--- src/core/acd_consts.vh ---
// Constants for the attenuation code decoder
`ifndef ACD_CONSTS_VH
`define ACD_CONSTS_VH
`define ACD_SEL_INPUT     8'h04
`define ACD_SEL_VOLUME    8'h20
`define ACD_SEL_FADER_FL  8'h28
`define ACD_SEL_FADER_FR  8'h29
`define ACD_SEL_FADER_RL  8'h2a
`define ACD_SEL_FADER_RR  8'h2b
`define ACD_STEP_MSB      5
`define ACD_STEP_INF      6'h3f
`define ACD_VOL_MAX_STEP  6'h28
`define ACD_ATT_RESET     8'hbf
`define ACD_SEL_SHUNT     3'h5
`define ACD_SEL_RESET     3'h0
`endif

--- src/core/acd_sync.v ---
// Two flip-flop synchroniser for one pin level
`timescale 1ns/100ps
`default_nettype none
module acd_sync #(
    parameter RESET_VALUE = 1'b1
) (
    // Clock and reset
    input  wire clk,
    input  wire rst,
    // Pin and synchronised level
    input  wire pin,
    output reg  level
);
    reg stage1;

    always @(posedge clk) begin
        if (rst) begin
            stage1 <= RESET_VALUE;
            level  <= RESET_VALUE;
        end else begin
            stage1 <= pin;
            level  <= stage1;
        end
    end
endmodule // acd_sync
`default_nettype wire

--- src/core/acd_decoder.v ---
// Attenuation code decoder with forced mute and input shunt control
// What this block does
// - Each attenuation byte carries one in bit 7, zero in bit 6 and a step count n in bits 5..0 meaning -n dB, with all ones meaning infinite attenuation.
// - The main volume takes only step counts 0 to 40, and larger counts are legal only for the faders.
// - A low level on the forced-mute pin mutes all outputs regardless of registers.
// - A high level on the forced-mute pin leaves muting to the register settings alone.
// - The shunt selector code closes the input shunt switch for all inputs together.
// - Any other selector code keeps the input shunt switch open.
// - A volume step count above 40 is applied as 40 dB.
// - The volume byte sits at select address 20 hex and the faders at 28 to 2b hex.
`timescale 1ns/100ps
`default_nettype none
`include "acd_consts.vh"
module acd_decoder (
    // Clock and reset
    input  wire       clk,
    input  wire       rst,
    // Byte write from the serial bus engine
    input  wire       wr_ack,
    input  wire [7:0] wr_sel,
    input  wire [7:0] wr_data,
    // Forced-mute pin, active low
    input  wire       mute_n,
    // Register mute request
    input  wire       reg_mute,
    // Decoded attenuation steps
    output reg  [5:0] volume_step,
    output reg  [5:0] front_left_step,
    output reg  [5:0] front_right_step,
    output reg  [5:0] rear_left_step,
    output reg  [5:0] rear_right_step,
    // Infinite attenuation flags per fader
    output reg  [3:0] fader_inf,
    // Output mute and shunt switch
    output reg        output_mute,
    output reg        input_shunt_switch,
    // Last volume or fader byte held malformed marker bits
    output reg        format_error
);
    wire      mute_pin_level;
    reg [7:0] main_volume_attenuation;
    reg [7:0] output_fader_attenuation [0:3];
    reg [2:0] input_selector;
    integer   i;
    integer   j;

    function [5:0] vol_clamp;
        input [5:0] n;
        begin
            if (n > `ACD_VOL_MAX_STEP)
                vol_clamp = `ACD_VOL_MAX_STEP;
            else
                vol_clamp = n;
        end
    endfunction

    function marker_ok;
        input [7:0] b;
        begin
            marker_ok = (b[7:6] == 2'b10);
        end
    endfunction

    acd_sync #(.RESET_VALUE(1'b1)) u_mute_sync (
        .clk   (clk),
        .rst   (rst),
        .pin   (mute_n),
        .level (mute_pin_level)
    );

    // Store bytes only on acknowledged writes
    always @(posedge clk) begin
        if (rst) begin
            main_volume_attenuation <= `ACD_ATT_RESET;
            for (i = 0; i < 4; i = i + 1)
                output_fader_attenuation[i] <= `ACD_ATT_RESET;
            input_selector <= `ACD_SEL_RESET;
            format_error   <= 1'b0;
        end else if (wr_ack) begin
            case (wr_sel)
                `ACD_SEL_VOLUME: begin
                    main_volume_attenuation <= wr_data;
                    format_error <= ~marker_ok(wr_data);
                end
                `ACD_SEL_FADER_FL, `ACD_SEL_FADER_FR,
                `ACD_SEL_FADER_RL, `ACD_SEL_FADER_RR: begin
                    output_fader_attenuation[wr_sel[1:0]] <= wr_data;
                    format_error <= ~marker_ok(wr_data);
                end
                `ACD_SEL_INPUT: input_selector <= wr_data[2:0];
                default: ;
            endcase
        end
    end

    // Decoded outputs, all registered
    always @(posedge clk) begin
        if (rst) begin
            volume_step        <= `ACD_VOL_MAX_STEP;
            front_left_step    <= `ACD_STEP_INF;
            front_right_step   <= `ACD_STEP_INF;
            rear_left_step     <= `ACD_STEP_INF;
            rear_right_step    <= `ACD_STEP_INF;
            fader_inf          <= 4'hf;
            output_mute        <= 1'b1;
            input_shunt_switch <= 1'b0;
        end else begin
            volume_step      <= vol_clamp(main_volume_attenuation[`ACD_STEP_MSB:0]);
            front_left_step  <= output_fader_attenuation[0][`ACD_STEP_MSB:0];
            front_right_step <= output_fader_attenuation[1][`ACD_STEP_MSB:0];
            rear_left_step   <= output_fader_attenuation[2][`ACD_STEP_MSB:0];
            rear_right_step  <= output_fader_attenuation[3][`ACD_STEP_MSB:0];
            for (j = 0; j < 4; j = j + 1)
                fader_inf[j] <= (output_fader_attenuation[j][`ACD_STEP_MSB:0]
                                 == `ACD_STEP_INF);
            output_mute <= ~mute_pin_level | reg_mute;
            input_shunt_switch <= (input_selector == `ACD_SEL_SHUNT);
        end
    end
endmodule // acd_decoder
`default_nettype wire

--- config.mk ---
export PLATFORM = sky130hd
export DESIGN_NAME = acd_decoder
export DESIGN_NICKNAME = d
export VERILOG_FILES = /design/src/core/acd_sync.v /design/src/core/acd_decoder.v
export VERILOG_INCLUDE_DIRS = /design/src /design/src/core
export SDC_FILE = /design/constraint.sdc
export NUM_CORES = 1
export LEC_CHECK = 0
export BUFFER_PORTS_ARGS = -buffer_cell sky130_fd_sc_hd__buf_2
export CORE_MARGIN = 8
export CORE_UTILIZATION = 40
export DETAILED_ROUTE_END_ITERATION = 6
export PLACE_DENSITY = 0.59
export SLEW_MARGIN = 20
export SYNTH_ARGS = -nofsm -noshare
export SYNTH_HDL_FRONTEND = slang
export SYNTH_SLANG_ARGS = --single-unit
--- constraint.sdc ---
create_clock -name clk -period 4.65 [get_ports clk]
set_input_delay 0.93 -clock clk [delete_from_list [all_inputs] [get_ports clk]]
set_output_delay 0.93 -clock clk [all_outputs]
set_load 0.01 [all_outputs]
==> run summary, run 1 <==
The routed length per instance was 13.7 um. The combined buffer and inverter count along the critical path was 1. The worst path arrival time was 2470 ps; the setup slack of the worst register-to-register path was 3550 ps. The total setup buffers inserted after CTS is 0, and the final period utilization is 52.8%. The path class of the tightest hold or removal check is reg2reg.

The worst setup path is launched from an input port. The worst register-to-register path has a depth of 3. Of the cells placed in the final design, the portion with a size suffix greater than 1 is 36.4%. The pre-antenna-repair detailed-routing pass consisted of 4 iterations. Setup violations remaining at the end of the flow were counted as 0.

The met3 global-route usage was 5.67%; the number of filler cells placed in the layout was 593. Global routing used 11.3% of the available tracks. The later pin in the worst-skew pair is clocked with a latency of 330 ps. The run gives 0 as the total congestion overflow after global routing. The clock transition at the registers of the reported paths was 70 ps.

For the final database, setup skew stands at 6.18 ps. After synthesis, the largest area contributor takes up 38.3% of total cell area. The startpoint identified for the worst hold timing path is u_mute_sync.level. Origin of the critical flop-to-flop path: main_volume_attenuation[0]. The final non-filler cell area is 0.00306 mm^2, and the mean cell area of the mapped netlist is 12.0 um^2.

For this run, global-route usage on met2 was measured as 16.9%. The clock net in this run drives a total of 72 sinks. The clock buffer count from CTS is 9. The tools report the number of antenna-violating nets in the routed design as 0. By area the synthesized netlist is led by dfxtp_1 38%, edfxtp_1 29%, or2_2 6.5%.

Endpoint of the worst hold-timing path: output_mute. At the worst endpoint, the required time is 4670 ps. The port buffer count came out at 57. For the effective utilization at floorplan, the log shows 40.5%. The global routing stage identified its most utilized layer as met2. The tools report the area of the die as 0.00907 mm^2. The number of distinct library cells after synthesis is 30, and the maximum buffer depth of the clock tree is 2. The number of cells on the worst hold path was 1; the first-pass GRT wire length was 7670 um. In this run the static leakage power is 1.18 nW. Once detailed placement completed, the half-perimeter wirelength came to 3360 um.

The net count of the finished layout is 291. The run gives 209 as the cell count after synthesis. Setup repair after global routing left no endpoint under its margin.

TritonCTS built the clock tree. For this block, the initial DRC count from the detailed router was 72. The aggregate routed wire length was 4810 um. Synthesis-to-finish area growth: 22.0%. Hold repair after CTS inserted 0 buffers. For this run, global-route usage on met1 was measured as 12.7%. Largest fanout on the critical path: 8. Cell taking the most area after synthesis: dfxtp_1. The total power consumption of the routed design was 0.00126 W; the number of flip-flops and latches in the synthesized netlist was 72. The headroom to the max-slew limit came out at 45.5%.

The worst setup path is captured at a register. The core region is 0.00620 mm^2. The floorplan has 29 rows. The area of the multi-input gates is 783 um^2. The ratio of total power to cell area was 412 mW/mm^2. The tools report the vias after detailed routing as 1658. The endpoint identified for the worst register-to-register timing path is volume_step[1].

Hold violation count in the final report: 0. The setup path with the least slack is of type in2reg. For this run, the share of the core covered by cells in the final layout is 49.3%. The largest single stage delay on the critical path is 640 ps.

For the number of antenna violations at the first check in global routing, the log shows 0. Once placement finished, the instance area stood at 0.00286 mm^2. The worst-case vdd ir drop is 203 uV, and the routability-driven placement congestion ratio is 0.748. Clock tree synthesis selected as its root buffer the cell clkbuf_8. The tools report the final cell count without fillers as 352. The run gives 0 as the max-capacitance violation count.

The logs give 0 ps for the total negative setup slack and 0 for the quantity of gates resized following cts. Pin placement for this block handled 58 I/O pins. After detailed routing, the number of remaining DRC violations is 0. For this run, the number of Yosys warnings is 0. At the pin with the least slew margin, the transition time is 818 ps.

For the number of global-route vias before repair, the log shows 1649. Register cell area after layout: 0.00168 mm^2. The run gives 0 as the number of slew-limit violations in the final report.

The logs give 230 for the net count after synthesis and 57 for the maximum number of pins on one net before global-route repair. The detail-routed via count per cell came out at 4.71. Among cell families on the critical path, the largest total delay comes from simple AND/OR/NAND/NOR gates. The tools report the antenna cell count as 0. The H-tree was split into 3 levels.

Measured along the x axis, the die boundary spans 95.2 um. From bottom edge to top edge, the die measures 95.2 um. The total standard cell area after synthesis is 0.00251 mm^2. The largest individual stage delay along the critical path comes from the cell or4b_4. The number of placed instances, taps included, is 336. The run gives 407 MHz as the fmax.

The final critical path time including I/O delays and setup is 2460 ps. The flow ran to the end, and the final reports show no timing, DRC or antenna violations. The share of the Yosys chip area taken by registers is 67.0%.

Walking the worst path, the cells encountered are buf_2 -> or4b_4 -> nor2_1 -> a41o_1.
kinds of logic (layout without fill, tap and decap cells):
| group | count (synthesis) | count (layout) | share of synthesized area, % |
|---|---|---|---|
| muxes | 6 | 6 | 2.39 |
| and+or+nand+nor | 102 | 102 | 23.2 |
| DFF | 72 | 72 | 67.0 |
| buffers and inverters | 10 | 76 | 1.79 |
| AOI/OAI and AO/OA | 19 | 19 | 5.63 |
worst register-to-register path: stages (launching register included):
cell and delay (ps):
dfxtp_1 330, o31a_1 300, o21a_1 210, nor3b_1 180
cell type report:
cell class | count | share of cell area [%]
clock buffer | 12 | 4.41
clock inverter | 4 | 2.25
inverter | 3 | 0.368
multi-input combinational | 127 | 25.6
sequential | 72 | 54.9
tap | 77 | 3.15
timing repair buffer | 57 | 9.32
sequential cells by signal, indices dropped and copies added, names as in the netlist, 3 cells and up:
signal                    cells
volume_step                   6
fader_inf                     4
rear_right_step               6
output_fader_attenuation     24
rear_left_step                6
front_right_step              6
input_selector                3
front_left_step               6
main_volume_attenuation       6
worst max path at each step:
stage                                      to  startpoint  cells past startpoint  slack (ps)
6_report       output_fader_attenuation[3][4]   wr_sel[4]                      4        2190
2_1_floorplan  output_fader_attenuation[3][0]   wr_sel[4]                      4        2090
3_5_place_dp   output_fader_attenuation[3][0]   wr_sel[4]                      4        1850
4_1_cts        output_fader_attenuation[3][4]   wr_sel[4]                      4        2220
5_1_grt        output_fader_attenuation[3][3]   wr_sel[4]                      4        2100
3_3_place_gp   output_fader_attenuation[3][3]   wr_sel[4]                      4        1910
placed cells by master (no fill, tap or decap):
| master | n |
|---|---|
| a21o_1 | 3 |
| a21oi_1 | 3 |
| a311oi_1 | 1 |
| a41o_1 | 1 |
| a41oi_1 | 1 |
| and2_1 | 1 |
| buf_2 | 57 |
| bufinv_16 | 2 |
| clkbuf_1 | 3 |
| clkbuf_8 | 9 |
| clkinv_1 | 1 |
| clkinv_2 | 1 |
| dfxtp_1 | 48 |
| edfxtp_1 | 24 |
| inv_1 | 3 |
| mux2i_1 | 6 |
| nand2_1 | 30 |
| nand2b_1 | 4 |
| nand4_1 | 7 |
| nor2_1 | 20 |
| nor2b_1 | 2 |
| nor3_1 | 2 |
| nor3_4 | 1 |
| nor3b_1 | 3 |
| nor4_4 | 2 |
| nor4b_1 | 1 |
| nor4b_4 | 1 |
| o21a_1 | 1 |
| o21bai_1 | 5 |
| o31a_1 | 1 |
| o31ai_1 | 3 |
| or2_2 | 26 |
| or3_1 | 1 |
| or4b_4 | 1 |
per-layer routing:
metal | wire length (um) | vias to the layer above
li1 | - | 837
met1 | 2050 | 762
met2 | 2220 | 55
met3 | 506 | 4
met4 | 31 | 0
met5 | 0 | -
report_power, final:
group	switching, W	leakage (nW)	internal (W)
Combinational	0.0000435	0.439	0.0000301
Sequential	0.00000777	0.638	0.000674
Clock	0.000207	0.102	0.000300
per-stage QoR:
stage / setup WS (ps) / hold slack [ps]
floorplan: 2090 / 343
global placement: 1910 / 351
detailed placement: 1850 / 351
CTS: 2220 / 369
global route: 2100 / 388
finish: 2190 / 366
cell usage after synthesis:
cell type	n
a21o_1	3
a21oi_1	3
a311oi_1	1
a41o_1	1
a41oi_1	1
and2_1	1
buf_6	1
clkbuf_1	6
dfxtp_1	48
edfxtp_1	24
inv_1	3
mux2i_1	6
nand2_1	30
nand2b_1	4
nand4_1	7
nor2_1	20
nor2b_1	2
nor3_1	2
nor3_4	1
nor3b_1	3
nor4_4	2
nor4b_1	1
nor4b_4	1
o21a_1	1
o21bai_1	5
o31a_1	1
o31ai_1	3
or2_2	26
or3_1	1
or4b_4	1
Note: power is estimated with default switching activity, not from simulation.
==> run 2: changes to the inputs <==
Clock period 4.65 ns to 2.3 ns, I/O delays scaled along.
==> run summary, run 2 (synthesis results as in run 1) <==
The tightest min-delay check is of the in2reg type. The final critical path time including I/O delays and setup was 1780 ps. The hold violation count in the final report is 0, and the worst path arrival time is 1800 ps. The die covers 0.00907 mm^2. The root buffer cell is clkbuf_8. The post-route netlist has 38.4% of its cells at a drive strength greater than 1. For the worst hold slack after final layout, the log shows 313 ps. The run finished with clean final reports.

For this run, design rule violations remaining after detail routing come to 0. For the post-placement cell count, the log shows 342. The port buffer count came out at 57. The nature of the critical path endpoint is a register. Global routing used 11.3% of the available tracks. The core region is 0.00620 mm^2.

Entering global routing, the biggest net connects 30 pins. The run gives 49.8% as the final standard cell utilization of the core. First-pass GRT wire length: 7760 um. The wire-length estimate of the detail-placed layout is 3500 um. The run gives 1.20 nW as the static leakage. The quantity of gates resized following cts is 0, and the routability-driven placement congestion ratio is 0.767. The run gives 3 as the level count of the clock H-tree. The number of flip-flops under the largest register name came out at 24. Transition time at the pin with the least slew margin: 555 ps. The most frequent standard cell in the layout excluding fill and tap cells was buf_2. The required time of the critical path is 2320 ps. In this run, the number of DRC markers left after iteration 0 of detailed routing was 63. The worst clock skew is 4.98 ps.

Number of primary I/O pins: 58. The slowest library cell on the worst path was or4b_4. Walking the worst path, the cells encountered are buf_2 -> or4b_4 -> nor4b_4 -> a21o_1.

The synthesis-to-finish area growth came out at 23.0%. The clock transition at the registers of the reported paths was 70 ps. In this run the worst path has a maximum fanout of 8.

After detailed routing, the average wire length per cell comes to 13.5 um. The run gives 0 ps as the total negative setup slack. STA classifies the critical path startpoint as an input port. On the worst path, the slowest cell contributes a delay of 640 ps.

Among cell families on the critical path, the largest total delay comes from simple AND/OR/NAND/NOR gates. The first detailed-routing pass ran for 4 iterations. For the number of global-route vias before repair, the log shows 1723.

The max-capacitance violation count is 0, and the met1 routing resource usage after global routing is 12.3%. For this run, global-route usage on met2 was measured as 17.9%. The final period utilization is 77.6%, and the total setup buffers inserted after CTS is 0. Detailed routing inserted a total of 1679 vias.

The count of hold-fix buffers inserted at cts is 0. Setup repair after global routing left no endpoint under its margin. The post-layout net count was 297; the headroom to the max-slew limit was 62.9%. The most flop-heavy register was output_fader_attenuation. TritonCTS built the clock tree. The clock net in this run drives a total of 72 sinks. The tools report the number of slew-limit violations in the final report as 0. For this run the aggregate overflow at the end of global routing stands at 0. The initial utilization of the core area, before any placement, comes to 40.5%.

Setup violations remaining at the end of the flow were counted as 0. Buffers inserted during clock tree synthesis total 9. The logs give 358 for the final cell count without fillers and 340 uV for the worst-case vdd ir drop. The standard cell area after detailed placement was 0.00290 mm^2.

For met3 alone, demand over resource in global routing was 5.12%. For this run, the top clock speed supported by timing is 561 MHz. The number of antenna violations at the first check in global routing came out at 0. The run gives 4840 um as the aggregate routed wire length.

The die is 95.2 um wide. Most congested layer reported by global routing: met2. The detail-routed via count per cell came out at 4.69. The finished cells cover 0.00309 mm^2.

The combined buffer and inverter count along the critical path is 1. The library cells used most frequently in the layout, excluding fill and tap cells, are 57 x buf_2, 48 x dfxtp_1, 30 x nand2_1. Counting along the longest clock path gives a buffer depth of 2. The number of antenna diodes in the final layout is 0. The initialized floorplan defines 29 standard-cell rows. The overall die height was 95.2 um; the ratio of total power to cell area was 788 mW/mm^2. Clock latency on the worst-skew pair, taken at its later pin, is 330 ps.

For the number of antenna-violating nets in the routed design, the log shows 0. The worst setup path is of the in2reg kind.
-- run 2: cell types whose count changed in the layout (fill, tap and decap cells not counted), sizes merged --
| cell | delta |
|---|---|
| clkinv | -1 |
| buf | +6 |
| clkinvlp | +1 |
| bufinv | -2 |
| clkbuf | +2 |
-- run 2: worst paths after layout --
check / from / to / slack (ps) / depth (start not counted)
worst max-delay path: wr_sel[4] / output_fader_attenuation[2][0] / 520 / 4
worst min-delay path: mute_n / u_mute_sync.stage1 / 310 / 2
worst max register to register: main_volume_attenuation[0] / volume_step[0] / 1200 / 3
worst min register to register: u_mute_sync.level / output_mute / 370 / 1
-- run 2: final cells by class --
type                            instances  area, um^2
Clock buffer                           14         173
Clock inverter                          2        12.5
Fill cell                             593        3120
Inverter                                3        11.3
Multi-Input combinational cell        127         783
Sequential cell                        72        1680
Tap cell                               77        96.3
Timing Repair Buffer                   63         330
-- run 2: power breakdown --
part           switching, W  total [W]  leakage [nW]  internal (W)
Combinational     0.0000901   0.000153         0.471     0.0000628
Sequential        0.0000154    0.00138         0.638       0.00136
Clock              0.000421   0.000901        0.0927      0.000479
-- run 2: per-layer routing --
metal  routed length [um]  part of all wire, %
met5                    0                    0
met4                  123                  2.5
met1                 2050                   42
met3                  443                  9.2
met2                 2220                   46
-- run 2: per-stage QoR --
step | power [W] | setup WS (ps)
2_1_floorplan | 0.00149 | 210
3_3_place_gp | 0.00156 | 190
3_5_place_dp | 0.00156 | 171
4_1_cts | 0.00247 | 533
5_1_grt | 0.00253 | 490
6_report | 0.00243 | 516
